File: src/diag_record_pkg.sv
package diag_record_pkg;

	// Clock and microsecond ticker timing
	localparam int unsigned CLK_PERIOD_NS = 100;
	localparam int unsigned TICK_PERIOD_NS = 1000;
	localparam int unsigned CYCLES_PER_TICK = TICK_PERIOD_NS / CLK_PERIOD_NS;
	localparam int unsigned PRESCALE_W = 4;
	localparam logic [PRESCALE_W-1:0] PRESCALE_LAST = PRESCALE_W'(CYCLES_PER_TICK - 1);
	localparam int unsigned TICKER_W = 32;
	localparam logic [TICKER_W-1:0] TICKER_RESET = 32'h0000_0000;

	// Parameter byte values
	localparam logic [7:0] DIAG_INT_DISABLE = 8'h00;
	localparam logic [7:0] DIAG_INT_ENABLE = 8'h40;
	localparam logic [7:0] DIAG_INT_ENABLE_RESET = 8'h00;

	// Access paths
	typedef enum logic [1:0] {
		PATH_RECORD_SET,
		PATH_OBJECT_INDEX,
		PATH_SUBINDEX,
		PATH_UNUSED
	} access_path_t;

	// Record set numbers
	localparam logic [15:0] DS_PARAM = 16'h0000;
	localparam logic [15:0] DS_DIAG_SHORT = 16'h0000;
	localparam logic [15:0] DS_DIAG_FULL = 16'h0001;
	// Object indices
	localparam logic [15:0] IX_PARAM = 16'h3100;
	localparam logic [15:0] IX_DIAG_SHORT = 16'h2F00;
	localparam logic [15:0] IX_DIAG_FULL = 16'h2F01;
	// Subindex object and entries
	localparam logic [15:0] SX_PARAM_INDEX = 16'h3100;
	localparam logic [7:0] SX_PARAM_SUB = 8'h01;
	localparam logic [15:0] SX_DIAG_INDEX = 16'h5005;
	localparam logic [7:0] SX_FIRST_BYTE = 8'h02;
	localparam logic [7:0] SX_LAST_BYTE = 8'h11;
	localparam logic [7:0] SX_TIMESTAMP = 8'h13;

	// Record layout
	localparam logic [4:0] REC_LEN_FULL = 5'd20;
	localparam logic [4:0] REC_LEN_SHORT = 5'd4;
	localparam logic [4:0] POS_ERROR_SUMMARY = 5'd0;
	localparam logic [4:0] POS_MODULE_CLASS = 5'd1;
	localparam logic [4:0] POS_CHANNEL_KIND = 5'd4;
	localparam logic [4:0] POS_TIMESTAMP = 5'd16;
	localparam logic [2:0] TIMESTAMP_BYTES = 3'd4;

	// Error summary bit positions
	localparam int unsigned ERR_MODULE_FAILURE = 0;
	localparam int unsigned ERR_INTERNAL = 1;
	localparam int unsigned ERR_EXTERNAL = 2;
	localparam int unsigned ERR_OVERLOAD = 4;
	localparam int unsigned ERR_PARAMETER = 7;
	localparam logic [7:0] ERROR_SUMMARY_RESET = 8'h00;

	// Fixed record contents
	localparam logic [3:0] MODULE_CLASS_DIGITAL = 4'hF;
	localparam logic [6:0] CHANNEL_KIND_DIGITAL_OUT = 7'h72;
	localparam logic [7:0] MODULE_CLASS_INFO_VALUE = {4'h1, MODULE_CLASS_DIGITAL};
	localparam logic [7:0] CHANNEL_KIND_VALUE = {1'b0, CHANNEL_KIND_DIGITAL_OUT};
	localparam logic [7:0] RESERVED_BYTE = 8'h00;

	localparam int unsigned OUTPUT_CHANNELS = 16;

endpackage

File: src/usec_ticker.sv
`timescale 1ns/100ps
module usec_ticker (
	input wire logic mclk_in,
	input wire logic reset_n_in,
	output logic [diag_record_pkg::TICKER_W-1:0] usec_count_out
);

	logic [diag_record_pkg::PRESCALE_W-1:0] prescale_q;

	// Divides the clock down to one microsecond per count
	always_ff @(posedge mclk_in) begin
		if (!reset_n_in) begin
			prescale_q <= '0;
		end else if (prescale_q == diag_record_pkg::PRESCALE_LAST) begin
			prescale_q <= '0;
		end else begin
			prescale_q <= prescale_q + 1'b1;
		end
	end

	// Starts at zero and wraps after the maximum count
	always_ff @(posedge mclk_in) begin
		if (!reset_n_in) begin
			usec_count_out <= diag_record_pkg::TICKER_RESET;
		end else if (prescale_q == diag_record_pkg::PRESCALE_LAST) begin
			usec_count_out <= usec_count_out + 1'b1;
		end
	end

endmodule // usec_ticker

File: src/output_module_diag_record.sv
// What this block does
// - Enable byte 00h disables, 40h enables interrupts
// - Raise incoming interrupt when enabled cause appears
// - Issue going interrupt automatically when cause clears
// - Record set 01h full, 00h first four
// - Index 2F01h full, 2F00h first four
// - Index 5005h subindices 02h through 11h and 13h
// - Capture ticker into timestamp at event
// - Summary bit 0 on module failure
// - Summary bit 1 on internal error
// - Summary bit 2 on external error
// - Summary bit 4 on output overload
// - Summary bit 7 on bad parameters
// - Module class nibble 1111b, digital module
// - Channel type 72h, digital output
// - Microsecond timer starts at zero on power-up
// - Timer is 32 bits and wraps
// - Reserved record bytes read 00h
`timescale 1ns/100ps
module output_module_diag_record (
	input wire logic mclk_in,
	input wire logic reset_n_in,
	input wire logic module_failure_in,
	input wire logic internal_error_in,
	input wire logic external_error_in,
	input wire logic [diag_record_pkg::OUTPUT_CHANNELS-1:0] overload_in,
	input wire logic req_valid_in,
	input wire logic req_write_in,
	input wire logic [1:0] req_path_in,
	input wire logic [15:0] req_index_in,
	input wire logic [7:0] req_sub_in,
	input wire logic [4:0] req_byte_in,
	input wire logic [7:0] req_wdata_in,
	output logic rsp_valid_out,
	output logic rsp_error_out,
	output logic [7:0] rsp_data_out,
	output logic diag_enabled_out,
	output logic diag_incoming_out,
	output logic diag_going_out,
	output logic diag_active_out
);

	localparam int unsigned FAULT_W = diag_record_pkg::OUTPUT_CHANNELS + 3;

	typedef enum logic [1:0] {
		DIAG_QUIET,
		DIAG_RAISED
	} diag_state_t;

	// Result of decoding one access: kind and byte position
	typedef enum logic [1:0] {
		HIT_NONE,
		HIT_RECORD,
		HIT_PARAM
	} hit_kind_t;

	logic [FAULT_W-1:0] fault_meta_q;
	logic [FAULT_W-1:0] fault_sync_q;
	logic [7:0] diag_interrupt_enable_q;
	logic param_bad_q;
	logic [7:0] error_summary_q;
	logic [7:0] error_summary_d;
	logic [31:0] event_timestamp_q;
	logic [31:0] usec_now;
	diag_state_t state_q;
	logic enabled;
	logic cause_any;
	hit_kind_t hit_kind;
	logic [4:0] hit_pos;
	logic param_write;
	logic raise_now;
	logic fall_now;

	usec_ticker u_ticker (
		.mclk_in(mclk_in),
		.reset_n_in(reset_n_in),
		.usec_count_out(usec_now)
	);

	// Record limit for the selected access; zero means no record
	function automatic logic [4:0] record_limit(
		input logic [1:0] path,
		input logic [15:0] index,
		input logic write
	);
		logic [4:0] limit;
		limit = 5'd0;
		if (write) begin
			limit = 5'd0;
		end else if (path == 2'(diag_record_pkg::PATH_RECORD_SET)) begin
			if (index == diag_record_pkg::DS_DIAG_FULL) begin
				limit = diag_record_pkg::REC_LEN_FULL;
			end else if (index == diag_record_pkg::DS_DIAG_SHORT) begin
				limit = diag_record_pkg::REC_LEN_SHORT;
			end
		end else if (path == 2'(diag_record_pkg::PATH_OBJECT_INDEX)) begin
			if (index == diag_record_pkg::IX_DIAG_FULL) begin
				limit = diag_record_pkg::REC_LEN_FULL;
			end else if (index == diag_record_pkg::IX_DIAG_SHORT) begin
				limit = diag_record_pkg::REC_LEN_SHORT;
			end
		end
		return limit;
	endfunction

	// Parameter byte lookup on the record set, object index and subindex paths
	function automatic logic is_param(
		input logic [1:0] path,
		input logic [15:0] index,
		input logic [7:0] sub,
		input logic [4:0] byte_no,
		input logic write
	);
		logic hit;
		hit = 1'b0;
		if (byte_no != 5'd0) begin
			hit = 1'b0;
		end else if (path == 2'(diag_record_pkg::PATH_RECORD_SET)) begin
			// Record set 00h is the parameter on write only
			hit = write && (index == diag_record_pkg::DS_PARAM);
		end else if (path == 2'(diag_record_pkg::PATH_OBJECT_INDEX)) begin
			hit = (index == diag_record_pkg::IX_PARAM);
		end else if (path == 2'(diag_record_pkg::PATH_SUBINDEX)) begin
			hit = (index == diag_record_pkg::SX_PARAM_INDEX) &&
				(sub == diag_record_pkg::SX_PARAM_SUB);
		end
		return hit;
	endfunction

	// Only the disable and enable codes are legal
	function automatic logic param_value_ok(
		input logic [7:0] value
	);
		return value == diag_record_pkg::DIAG_INT_DISABLE ||
			value == diag_record_pkg::DIAG_INT_ENABLE;
	endfunction

	// Byte of the diagnostic record at a position
	function automatic logic [7:0] record_byte(
		input logic [4:0] pos,
		input logic [7:0] summary,
		input logic [31:0] stamp
	);
		logic [7:0] value;
		value = diag_record_pkg::RESERVED_BYTE;
		if (pos == diag_record_pkg::POS_ERROR_SUMMARY) begin
			value = summary;
		end else if (pos == diag_record_pkg::POS_MODULE_CLASS) begin
			value = diag_record_pkg::MODULE_CLASS_INFO_VALUE;
		end else if (pos == diag_record_pkg::POS_CHANNEL_KIND) begin
			value = diag_record_pkg::CHANNEL_KIND_VALUE;
		end else if (pos >= diag_record_pkg::POS_TIMESTAMP) begin
			value = stamp[8*(pos - diag_record_pkg::POS_TIMESTAMP) +: 8];
		end
		return value;
	endfunction

	// Two-stage synchroniser for the fault pins
	always_ff @(posedge mclk_in) begin
		if (!reset_n_in) begin
			fault_meta_q <= '0;
			fault_sync_q <= '0;
		end else begin
			fault_meta_q <= {overload_in, external_error_in, internal_error_in, module_failure_in};
			fault_sync_q <= fault_meta_q;
		end
	end

	// Access decode
	always_comb begin
		logic [4:0] limit;
		limit = record_limit(req_path_in, req_index_in, req_write_in);
		hit_kind = HIT_NONE;
		hit_pos = 5'd0;
		if (is_param(req_path_in, req_index_in, req_sub_in, req_byte_in, req_write_in)) begin
			hit_kind = HIT_PARAM;
		end else if (limit != 5'd0) begin
			if (req_byte_in < limit) begin
				hit_kind = HIT_RECORD;
				hit_pos = req_byte_in;
			end
		end else if (req_path_in == 2'(diag_record_pkg::PATH_SUBINDEX) && !req_write_in &&
				req_index_in == diag_record_pkg::SX_DIAG_INDEX) begin
			if (req_sub_in >= diag_record_pkg::SX_FIRST_BYTE &&
					req_sub_in <= diag_record_pkg::SX_LAST_BYTE &&
					req_byte_in == 5'd0) begin
				hit_kind = HIT_RECORD;
				hit_pos = 5'(req_sub_in - diag_record_pkg::SX_FIRST_BYTE);
			end else if (req_sub_in == diag_record_pkg::SX_TIMESTAMP &&
					req_byte_in < 5'(diag_record_pkg::TIMESTAMP_BYTES)) begin
				hit_kind = HIT_RECORD;
				hit_pos = diag_record_pkg::POS_TIMESTAMP + req_byte_in;
			end
		end
	end

	assign param_write = req_valid_in && req_write_in && hit_kind == HIT_PARAM;

	// Parameter byte; the host only writes it in stop state
	always_ff @(posedge mclk_in) begin
		if (!reset_n_in) begin
			diag_interrupt_enable_q <= diag_record_pkg::DIAG_INT_ENABLE_RESET;
		end else if (param_write && param_value_ok(req_wdata_in)) begin
			diag_interrupt_enable_q <= req_wdata_in;
		end
	end

	// Invalid parameter value flags a parameter error until a valid write
	always_ff @(posedge mclk_in) begin
		if (!reset_n_in) begin
			param_bad_q <= 1'b0;
		end else if (param_write) begin
			param_bad_q <= !param_value_ok(req_wdata_in);
		end
	end

	assign enabled = diag_interrupt_enable_q == diag_record_pkg::DIAG_INT_ENABLE;

	// Live error summary follows its causes
	always_comb begin
		error_summary_d = diag_record_pkg::ERROR_SUMMARY_RESET;
		error_summary_d[diag_record_pkg::ERR_MODULE_FAILURE] = fault_sync_q[0];
		error_summary_d[diag_record_pkg::ERR_INTERNAL] = fault_sync_q[1];
		error_summary_d[diag_record_pkg::ERR_EXTERNAL] = fault_sync_q[2];
		error_summary_d[diag_record_pkg::ERR_OVERLOAD] = |fault_sync_q[FAULT_W-1:3];
		error_summary_d[diag_record_pkg::ERR_PARAMETER] = param_bad_q;
	end

	// Registered so summary and interrupts move together
	always_ff @(posedge mclk_in) begin
		if (!reset_n_in) begin
			error_summary_q <= diag_record_pkg::ERROR_SUMMARY_RESET;
		end else begin
			error_summary_q <= error_summary_d;
		end
	end

	assign cause_any = |error_summary_q;
	// Shared by the pulse and timestamp logic
	assign raise_now = state_q == DIAG_QUIET && enabled && cause_any;
	assign fall_now = state_q == DIAG_RAISED && !cause_any;

	// Incoming and going diagnostic interrupt sequencing
	always_ff @(posedge mclk_in) begin
		if (!reset_n_in) begin
			state_q <= DIAG_QUIET;
		end else begin
			case (state_q)
				DIAG_QUIET: begin
					if (enabled && cause_any) begin
						state_q <= DIAG_RAISED;
					end
				end
				DIAG_RAISED: begin
					if (!cause_any) begin
						state_q <= DIAG_QUIET;
					end
				end
				default: begin
					state_q <= DIAG_QUIET;
				end
			endcase
		end
	end

	// Enabling with a cause present raises at once
	always_ff @(posedge mclk_in) begin
		if (!reset_n_in) begin
			diag_incoming_out <= 1'b0;
		end else begin
			diag_incoming_out <= raise_now;
		end
	end

	// Going follows once raised, even if disabled since
	always_ff @(posedge mclk_in) begin
		if (!reset_n_in) begin
			diag_going_out <= 1'b0;
		end else begin
			diag_going_out <= fall_now;
		end
	end

	// Timestamp of the incoming diagnostic
	always_ff @(posedge mclk_in) begin
		if (!reset_n_in) begin
			event_timestamp_q <= diag_record_pkg::TICKER_RESET;
		end else if (raise_now) begin
			event_timestamp_q <= usec_now;
		end
	end

	// Status straight from the enable byte
	always_ff @(posedge mclk_in) begin
		if (!reset_n_in) begin
			diag_enabled_out <= 1'b0;
		end else begin
			diag_enabled_out <= enabled;
		end
	end

	// Pending from incoming until going
	always_ff @(posedge mclk_in) begin
		if (!reset_n_in) begin
			diag_active_out <= 1'b0;
		end else begin
			diag_active_out <= state_q == DIAG_RAISED;
		end
	end

	// Registered answer one cycle after each request
	always_ff @(posedge mclk_in) begin
		if (!reset_n_in) begin
			rsp_valid_out <= 1'b0;
		end else begin
			rsp_valid_out <= req_valid_in;
		end
	end

	// Unmapped access answers with error and zero data
	always_ff @(posedge mclk_in) begin
		if (!reset_n_in) begin
			rsp_error_out <= 1'b0;
		end else begin
			rsp_error_out <= req_valid_in && hit_kind == HIT_NONE;
		end
	end

	// Read data only for mapped reads, zero otherwise
	always_ff @(posedge mclk_in) begin
		if (!reset_n_in) begin
			rsp_data_out <= 8'h00;
		end else if (!req_valid_in || req_write_in || hit_kind == HIT_NONE) begin
			rsp_data_out <= 8'h00;
		end else if (hit_kind == HIT_PARAM) begin
			rsp_data_out <= diag_interrupt_enable_q;
		end else begin
			rsp_data_out <= record_byte(hit_pos, error_summary_q, event_timestamp_q);
		end
	end

endmodule // output_module_diag_record

File: config.mk
export PLATFORM = sky130hd
export DESIGN_NAME = output_module_diag_record
export DESIGN_NICKNAME = d
export VERILOG_FILES = /design/src/diag_record_pkg.sv /design/src/usec_ticker.sv /design/src/output_module_diag_record.sv
export SDC_FILE = /design/constraint.sdc
export NUM_CORES = 1
export LEC_CHECK = 0
export BUFFER_PORTS_ARGS = -buffer_cell sky130_fd_sc_hd__buf_2
export CORE_MARGIN = 2
export CORE_UTILIZATION = 30
export DETAILED_ROUTE_END_ITERATION = 16
export GPL_TIMING_DRIVEN = 1
export PLACE_DENSITY_LB_ADDON = 0.12
export REMOVE_ABC_BUFFERS = 1
export SETUP_SLACK_MARGIN = 0.3
export SYNTH_ARGS = -nofsm -noshare
export SYNTH_HDL_FRONTEND = slang
export SYNTH_HIERARCHICAL = 1
export SYNTH_SLANG_ARGS = --single-unit
File: constraint.sdc
create_clock -name mclk_in -period 4.6 [get_ports mclk_in]
set_clock_uncertainty 0.05 [all_clocks]
set_input_delay 0.69 -clock mclk_in [delete_from_list [all_inputs] [get_ports mclk_in]]
set_output_delay 0.69 -clock mclk_in [all_outputs]
set_load 0.005 [all_outputs]
==> metrics.csv, run 1 <==
metric,value,unit
cts repair resizes,0,
Crit path arrival time,4020,ps
wire length after detailed routing,13.7,mm
maximum ir drop on the vdd rail,0.000266,V
RSZ-0062 raised after global routing,false,
IO Count,76,
status,"complete, no violations",
first-pass detailed-route iteration total,5,
top cells by instance count after synthesis,"dfxtp_1 (135), nand2_1 (97), and2_1 (57)",
placer congestion estimate,0.861,
Post-synth EDFFs,0,
cell with the most instances after synthesis,dfxtp_1,
crit-path max FO,16,
Post-CTS Repair Setup Buffers,0,
die span in x,142,um
Routed wire per std cell,14.6,um
"Cell Area, Synth",5680,um^2
crit path launch type,input pin,
HPWL after DPL,9.96,mm
Post-synth top flop,dfxtp_1,
cell taking the most area after synthesis,dfxtp_1,
Mapped Cells,631,
multi-input combinational cell area,2760,um^2
pre-CTS setup slack,427,ps
hold buffers post-CTS,0,
total count of hold-check failures in the final report,0,
worst hold margin,382,ps
flip-flop and latch count after synthesis,135,
register area share after synthesis,0.476,
leakage power figure,2.48,nW
critical path cell sequence,buf_2 > or4_4 > nand2b_1 > or3b_2 > ha_1 > a21oi_1 > and4b_1 > a221o_1 > buf_4 > mux2i_1 > mux2i_1 > a211oi_1 > o21ai_1,
total count of max-transition violations in the final report,0,
detailed route wirelength on metal3,556,um
vias in the first global route,4408,
final non-filler cell total,943,
pin count of the biggest net entering global routing,35,
# fillers,1913,
Hold WC Path Type,flop to flop,
number of max-cap violations,0,
slew at the pin closest to its max-slew limit,1140,ps
Storage cell area,2700,um^2
Crit path required time,4840,ps
DRT iter0 DRCs,261,
clock insertion delay at the later pin of the skew report,410,ps
Most common cell on crit path,mux2i_1,
Clock transition at path regs,60,ps
layout cell share with drive strength beyond 1,0.176,
sinks on the clock net,135,
total routing resource utilization after global routing,0.140,
post-route worst setup slack,818,ps
shortest clock period the worst path allows after layout,3780,ps
Max transition margin,0.239,
initial core utilization,0.305,
number of antenna violations at the first check in global routing,0,
Cell Count Post-Placement,911,
kind of capture point of the worst setup path,flop,
overall die area,20100,um^2
Layout area overhead,20.1,%
input/output buffers,75,
Hold Crit Start,fault_meta_q[1],
Setup-failing EPs final,0,
"slowest stage cell, crit path",or4_4,
height of the chip,142,um
final routed DRC violation total,0,
Core ar.,18600,um^2
yosys synthesis warning count,6,
Diodes inserted,0,
fmax,0.264,GHz
critical path's largest stage delay,560,ps
Clock Tree Buf Depth,2,
TritonCTS clock tree,built,
power per cell area,392,nW/um^2
total vias in the final route,4600,
Setup crit start,req_index_in[7],
number of library cell types mapped by synthesis,62,
Worst Setup Path Type,input pin to flop,
Post-Synthesis Mean Instance Area,9.01,um^2
number of vias per cell,4.88,
wl on met1,6.72,mm
"antenna viol nets, final",0,
setup TNS,0,ps
first-pass GRT wire length,22.2,mm
synth top area cells,"dfxtp_1 (48%), nand2_1 (6.4%), and2_1 (6.3%), mux2i_1 (5.1%), a21oi_1 (4.9%)",
area fraction of the dominant cell type after synthesis,0.476,
final clock period utilization by the worst path,0.822,
number of placement rows,50,
H-tree Lvls,4,
FF-to-FF Start,u_ticker/prescale_q[0],
total length of routed met2 wires,6.41,mm
uppermost metal layer occupied by signal nets,met4,
clock root cell,clkbuf_16,
final net count,763,
GRT overflow,0,
"FFs w/ async S/R, synth",0,
number of buffers inserted during clock tree synthesis,17,
## worst max-delay path, delay by kind of cell
kind | cells | cell delay [ps]
adder cells (fa/ha/maj) | 1 | 290
buffers and inverters | 2 | 370
AND/OR/NAND/NOR | 4 | 1600
AO/OA/AOI/OAI | 4 | 730
multiplexers | 2 | 340
## kinds of logic after synthesis
logic type	Yosys count	share of synthesized area
AND/OR/NAND/NOR	295	0.289
flip-flops	135	0.476
XOR/XNOR	10	0.0154
multiplexers	30	0.0531
buffers and inverters	49	0.0398
adder cells (fa/ha/maj)	5	0.0110
AO/OA/AOI/OAI	107	0.116
## power by group
| group | total, mW | internal (mW) | switching (mW) |
|---|---|---|---|
| Clock | 1.39 | 0.823 | 0.563 |
| Combinational | 0.0929 | 0.0415 | 0.0514 |
| Sequential | 1.20 | 1.19 | 0.00685 |
| Total | 2.67 | 2.05 | 0.621 |
## flip-flops by register name, summed over array words and instances (netlist names)
| name | count |
|---|---|
| error_summary_q | 5 |
| fault_sync_q | 19 |
| diag_going_out | 1 |
| u_ticker/usec_count_out | 32 |
| diag_interrupt_enable_q | 8 |
| param_bad_q | 1 |
| u_ticker/prescale_q | 4 |
| rsp_valid_out | 1 |
| diag_enabled_out | 1 |
| event_timestamp_q | 32 |
| rsp_error_out | 1 |
| diag_active_out | 1 |
| state_q | 1 |
| rsp_data_out | 8 |
| fault_meta_q | 19 |
| diag_incoming_out | 1 |
## worst paths after layout
| check | cells after the start | end | slack (ps) |
|---|---|---|---|
| worst max-delay path | 13 | rsp_data_out[1] | 820 |
| worst min register to register | 1 | fault_sync_q[1] | 380 |
| worst max register to register | 5 | u_ticker/usec_count_out[31] | 1970 |
| worst min-delay path | 1 | fault_sync_q[1] | 380 |
## per-layer routing
layer	GRT usage	up-vias
met5	0	-
met4	0.0363	0
met3	0.0408	5
met2	0.230	104
met1	0.182	2131
li1	-	2360
## final cells by class
type	count	share of cell area
multi-input combinational	447	0.404
sequential	135	0.396
clock buffer	17	0.0623
timing repair buffer	79	0.0594
tap	234	0.0429
clock inverter	15	0.0264
inverter	16	0.00880
## placed cells by master, fill, tap and decap left out, drive strengths merged, types with 5 or more instances in the layout
cell type | synthesis | layout
nand4 | 12 | 12
nor3 | 9 | 9
mux2i | 29 | 29
xnor2 | 7 | 7
or4 | 18 | 18
a21oi | 56 | 56
nor2 | 25 | 25
dfxtp | 135 | 135
buf | 10 | 79
inv | 15 | 24
o31ai | 12 | 12
nand3 | 11 | 11
and2 | 58 | 58
and4 | 7 | 7
clkbuf | 23 | 17
nand2 | 97 | 97
ha | 5 | 5
o21ai | 16 | 16
nand2b | 9 | 9
nor4 | 16 | 16
or3 | 12 | 12
## through the flow
step	area [um^2]	util	power [mW]
3_3_place_gp	6220	0.334	1.31
3_5_place_dp	6220	0.334	1.32
6_report	6830	0.366	2.67
4_1_cts	6830	0.366	2.71
5_1_grt	6830	0.366	2.78
2_1_floorplan	5520	-	1.26
(Power assumes the default switching activity.)
==> run 2, diff against run 1 <==
--- a/config.mk
+++ b/config.mk
@@ -5,6 +5,7 @@
 export SDC_FILE = /design/constraint.sdc
 export NUM_CORES = 1
 export LEC_CHECK = 0
+export ABC_AREA = 1
 export BUFFER_PORTS_ARGS = -buffer_cell sky130_fd_sc_hd__buf_2
 export CORE_MARGIN = 2
 export CORE_UTILIZATION = 30
==> constraint.sdc (replaced) <==
create_clock -name mclk_in -period 3.3 [get_ports mclk_in]
set_clock_uncertainty 0.05 [all_clocks]
set_input_delay 0.495 -clock mclk_in [delete_from_list [all_inputs] [get_ports mclk_in]]
set_output_delay 0.495 -clock mclk_in [all_outputs]
set_load 0.005 [all_outputs]
==> metrics.csv, run 2 <==
metric,value,unit
Internal Power,2.89,mW
sw frac,0.245,
"antenna viol nets, final",0,
number of library cell types mapped by synthesis,46,
pin count of the biggest net entering global routing,38,
combinational share of power,0.043,
Setup crit start,req_index_in[9],
final clock period utilization by the worst path,0.766,
top cells by instance count after synthesis,"nand2_1 (197), nor2_1 (156), inv_1 (136)",
portion of total power attributed to the clock network,0.521,
Setup-failing EPs final,0,
Clock transition at path regs,70,ps
layout cell share with drive strength beyond 1,0.187,
placer congestion estimate,0.842,
RSZ-0062 raised after global routing,false,
Largest regs,"event_timestamp_q (32), u_ticker/usec_count_out (32)",
synth top area cells,"dfxtp_1 (42%), nand2_1 (11%), nor2_1 (9.0%), inv_1 (7.9%), nand3_1 (4.4%)",
Post-synth EDFFs,0,
GRT overflow,0,
crit path launch type,input pin,
height of the chip,151,um
Routed wire per std cell,12.7,um
"commonest cells after routing, fill and taps aside","nand2_1 (197), nor2_1 (156), inv_1 (136), dfxtp_1 (135), buf_2 (75)",
total count of max-transition violations in the final report,0,
number of vias per cell,4.41,
Max transition margin,0.576,
first-pass detailed-route iteration total,5,
first-pass GRT wire length,26.6,mm
shortest clock period the worst path allows after layout,2530,ps
status,"complete, no violations",
final net count,1059,
Post-Synthesis Mean Instance Area,7.10,um^2
Hold Crit Start,overload_in[12],
fmax,0.396,GHz
number of antenna violations at the first check in global routing,0,
"Cell Area, Synth",6480,um^2
"leading cell type in the layout, fill and taps excluded",nand2_1,
cell taking the most area after synthesis,dfxtp_1,
area after detailed placement,7140,um^2
clock insertion delay at the later pin of the skew report,420,ps
Layout area overhead,19.9,%
"FFs w/ async S/R, synth",0,
vias in the first global route,5357,
overall die area,22800,um^2
H-tree Lvls,4,
leakage power figure,3.67,nW
sinks on the clock net,135,
slew at the pin closest to its max-slew limit,636,ps
DRT iter0 DRCs,325,
summed area of non-filler cells in the final layout,7770,um^2
area fraction of the dominant cell type after synthesis,0.417,
Crit path required time,3560,ps
sequential cell fraction of total power,0.436,
wire length after detailed routing,16.3,mm
crit-path max FO,7,
yosys synthesis warning count,6,
final routed DRC violation total,0,
input/output buffers,75,
total count of hold-check failures in the final report,0,
Clock Tree Buf Depth,2,
setup TNS,0,ps
total routing resource utilization after global routing,0.149,
TritonCTS clock tree,built,
Post-CTS Repair Setup Buffers,0,
HPWL after DPL,12.5,mm
Hold WC Path Type,input pin to flop,
power per cell area,492,nW/um^2
cts repair resizes,0,
die span in x,151,um
IO Count,76,
Post-synth top flop,dfxtp_1,
initial core utilization,0.307,
kind of capture point of the worst setup path,flop,
total vias in the final route,5648,
Worst Setup Path Type,input pin to flop,
clock root cell,clkbuf_16,
hold buffers post-CTS,0,
cell with the most instances after synthesis,nand2_1,
Core ar.,21100,um^2
number of buffers inserted during clock tree synthesis,17,
maximum ir drop on the vdd rail,0.000399,V
FF-to-FF Start,diag_interrupt_enable_q[7],
Crit path arrival time,2790,ps
Diodes inserted,0,
register area share after synthesis,0.417,
sw power,0.937,mW
number of placement rows,53,
# fillers,2279,
number of max-cap violations,0,
Mapped Cells,913,
flip-flop and latch count after synthesis,135,
run 2: layer usage:
layer  track usage  vias to the layer above  wire, um
met5             0                        -         0
met4        0.0421                        0       140
met3        0.0304                        9       555
met2         0.246                       99      7520
met1         0.198                     2494      8040
li1              -                     3046         -
run 2: kinds of logic (layout without fill, tap and decap cells):
kind of cell	after synthesis	count (layout)	share of synthesized area
and+or+nand+nor	508	508	0.373
buffers and inverters	170	262	0.105
DFF	135	135	0.417
AOI/OAI and AO/OA	91	91	0.0901
adders and majority gates	5	5	0.00965
xor gates and xnor gates	4	4	0.00541
run 2: cell type report:
cell class | count | area, um^2 | share of cell area
multi-input cells | 608 | 3100 | 0.398
flip-flops and latches | 135 | 2700 | 0.348
inverters | 148 | 556 | 0.0715
repair buffers | 82 | 440 | 0.0567
clock buffers | 17 | 425 | 0.0547
well taps | 275 | 344 | 0.0443
clock inverters | 15 | 206 | 0.0266
run 2: path summary, 6_finish.rpt:
kind                            to  slack [ps]  cells after the start
max                rsp_data_out[4]         770                     18
min               fault_meta_q[15]         200                      3
max reg2reg  event_timestamp_q[17]        1090                      8
min reg2reg        fault_sync_q[3]         360                      2
run 2: power groups by stage:
stage                     logic (mW)  registers (mW)  clock network [mW]
after floorplan               0.0795            1.70                   0
after global placement         0.170            1.70                   0
after detailed placement       0.169            1.70                   0
after CTS                      0.170            1.67                2.05
after global routing           0.192            1.67                2.12
final                          0.166            1.67                1.99
run 2: per-stage QoR:
step                      instances   util  total power, mW  worst slack [ps]  hold WS [ps]
after global placement         1248  0.339             1.87               360           345
final                          1280  0.369             3.82               772           200
after global routing           1280  0.369             3.98               458           184
after floorplan                 891      -             1.78               708           340
after detailed placement       1248  0.339             1.87               325           345
after CTS                      1280  0.369             3.89               767           180
run 2: critical path: stages:
cell and delay [ps]:
buf_2 120, nor2_2 140, nand2_2 80, nor2_2 140, nand2_1 100, nand2_4 110
nand4_1 100, ha_1 300, a21oi_2 280, nand3_4 160, o21ai_1 270, nor2_1 90
nand3_1 120, nand2_1 80, inv_2 50, nand2_1 50, nand2_1 70, a21oi_2 50
==> run 3, diff against run 2 <==
==> constraint.sdc (replaced) <==
create_clock -name mclk_in -period 2.42 [get_ports mclk_in]
set_clock_uncertainty 0.05 [all_clocks]
set_input_delay 0.363 -clock mclk_in [delete_from_list [all_inputs] [get_ports mclk_in]]
set_output_delay 0.363 -clock mclk_in [all_outputs]
set_load 0.005 [all_outputs]
==> metrics.csv, run 3 (synthesized netlist as in run 2, its figures left out) <==
metric,value,unit
"leading cell type in the layout, fill and taps excluded",nand2_1,
Hold Crit Start,overload_in[12],
pin count of the biggest net entering global routing,50,
final net count,1107,
Largest regs,"event_timestamp_q (32), u_ticker/usec_count_out (32)",
total routing resource utilization after global routing,0.156,
Most common cell on crit path,nand2_1,
post-route worst setup slack,233,ps
Crit path required time,2690,ps
first-pass detailed-route iteration total,4,
number of placement rows,53,
maximum ir drop on the vdd rail,0.000553,V
final clock period utilization by the worst path,0.904,
total count of hold-check failures in the final report,0,
"commonest cells after routing, fill and taps aside","nand2_1 (190), nor2_1 (155), inv_1 (135), dfxtp_1 (135), buf_2 (69)",
placer congestion estimate,0.828,
hold depth,3,
sw frac,0.253,
hold buffers post-CTS,0,
total count of max-transition violations in the final report,0,
vias in the first global route,5515,
Internal Power,3.86,mW
final routed DRC violation total,0,
status,"complete, no violations",
crit path launch type,input pin,
critical path cell sequence,buf_8 > nor2_4 > nand3_2 > nor2_2 > nand2_1 > nand2_4 > nand4_1 > ha_1 > a21oi_2 > buf_4 > nand4_4 > nand2_8 > buf_6 > nand2_1 > nand3_1 > nand3_1 > nand2_1 > nand2_1 > nand2_1 > a21oi_1,
"antenna viol nets, final",0,
Core ar.,21100,um^2
power per cell area,628,nW/um^2
slew at the pin closest to its max-slew limit,481,ps
critical path's largest stage delay,300,ps
worst path bufs/invs,3,
pre-CTS setup slack,-294,ps
crit-path max FO,8,
Layout area overhead,26.7,%
"logic depth of the worst path, buffers included",20,
setup TNS,0,ps
IO Count,76,
GRT overflow,0,
clock insertion delay at the later pin of the skew report,430,ps
critical path's top delay family,simple AND/OR/NAND/NOR gates,
Hold WC Path Type,input pin to flop,
kind of capture point of the worst setup path,flop,
number of vias per cell,4.39,
Setup crit start,req_index_in[14],
length in cells of the worst reg-to-reg path,7,
leakage power figure,3.93,nW
shortest clock period the worst path allows after layout,2190,ps
sequential cell fraction of total power,0.440,
H-tree Lvls,4,
Crit path arrival time,2460,ps
portion of total power attributed to the clock network,0.508,
die span in x,151,um
Setup-failing EPs final,0,
HPWL after DPL,12.8,mm
total vias in the final route,5827,
TritonCTS clock tree,built,
number of antenna violations at the first check in global routing,0,
layout cell share with drive strength beyond 1,0.238,
DRT iter0 DRCs,256,
input/output buffers,75,
clock root cell,clkbuf_16,
height of the chip,151,um
Routed wire per std cell,12.8,um
FF-to-FF Start,diag_interrupt_enable_q[0],
# fillers,2271,
sw power,1.30,mW
RSZ-0062 raised after global routing,true,
"slowest stage cell, crit path",ha_1,
Worst Setup Path Type,input pin to flop,
Diodes inserted,0,
Max transition margin,0.677,
wire length after detailed routing,17.0,mm
Clock Tree Buf Depth,2,
fmax,0.457,GHz
first-pass GRT wire length,27.7,mm
number of buffers inserted during clock tree synthesis,17,
initial core utilization,0.307,
overall die area,22800,um^2
Clock transition at path regs,70,ps
number of max-cap violations,0,
sinks on the clock net,135,
combinational share of power,0.052,
[run 3: per-layer routing]
layer | wire [um] | track usage | up-vias
li1 | - | - | 3139
met2 | 7740 | 0.254 | 99
met5 | 0 | 0 | -
met3 | 657 | 0.0349 | 15
met4 | 189 | 0.0407 | 0
met1 | 8400 | 0.209 | 2574
[run 3: final timing paths]
kind / end / slack (ps)
worst max-delay path: rsp_data_out[1] / 230
worst min-delay path: fault_meta_q[15] / 60
worst max register to register: event_timestamp_q[25] / 660
worst min register to register: fault_sync_q[5] / 360
[run 3: what timing repair did]
action,in CTS,in global routing
endpoints found under the setup margin,8,8
pin swaps,12,12
setup buffers,7,4
gates resized for setup,18,16
[run 3: power groups by stage]
stage	clock network [mW]	logic, mW	registers, mW
finish	2.62	0.267	2.27
global route	2.80	0.304	2.27
detailed placement	0	0.252	2.32
floorplan	0	0.108	2.32
global placement	0	0.253	2.32
CTS	2.70	0.265	2.27
[run 3: worst reg2reg max path, stage by stage (launching register included)]
cell	delay, ps
dfxtp_1	330
nor4_1	250
nand4_1	170
nor3_2	180
inv_1	60
buf_4	270
nor2_1	240
a211oi_1	70
[run 3: metrics by stage]
stage / util / std cells / area [um^2] / hold WS (ps) / power, mW
after floorplan: - / 891 / 6350 / 340 / 2.43
after global placement: 0.352 / 1285 / 7420 / 345 / 2.58
after detailed placement: 0.352 / 1285 / 7420 / 345 / 2.58
after CTS: 0.386 / 1324 / 8140 / 42.7 / 5.24
after global routing: 0.390 / 1328 / 8210 / 45.6 / 5.37
final: 0.390 / 1328 / 8210 / 59.3 / 5.16
[run 3: area by class of cell]
class	instances	area, um^2	share of cell area
clock inverter	15	174	0.0212
inverter	148	558	0.0679
multi-input combinational	608	3160	0.385
sequential	135	2700	0.329
timing repair buffer	130	850	0.103
clock buffer	17	425	0.0518
tap	275	344	0.0419
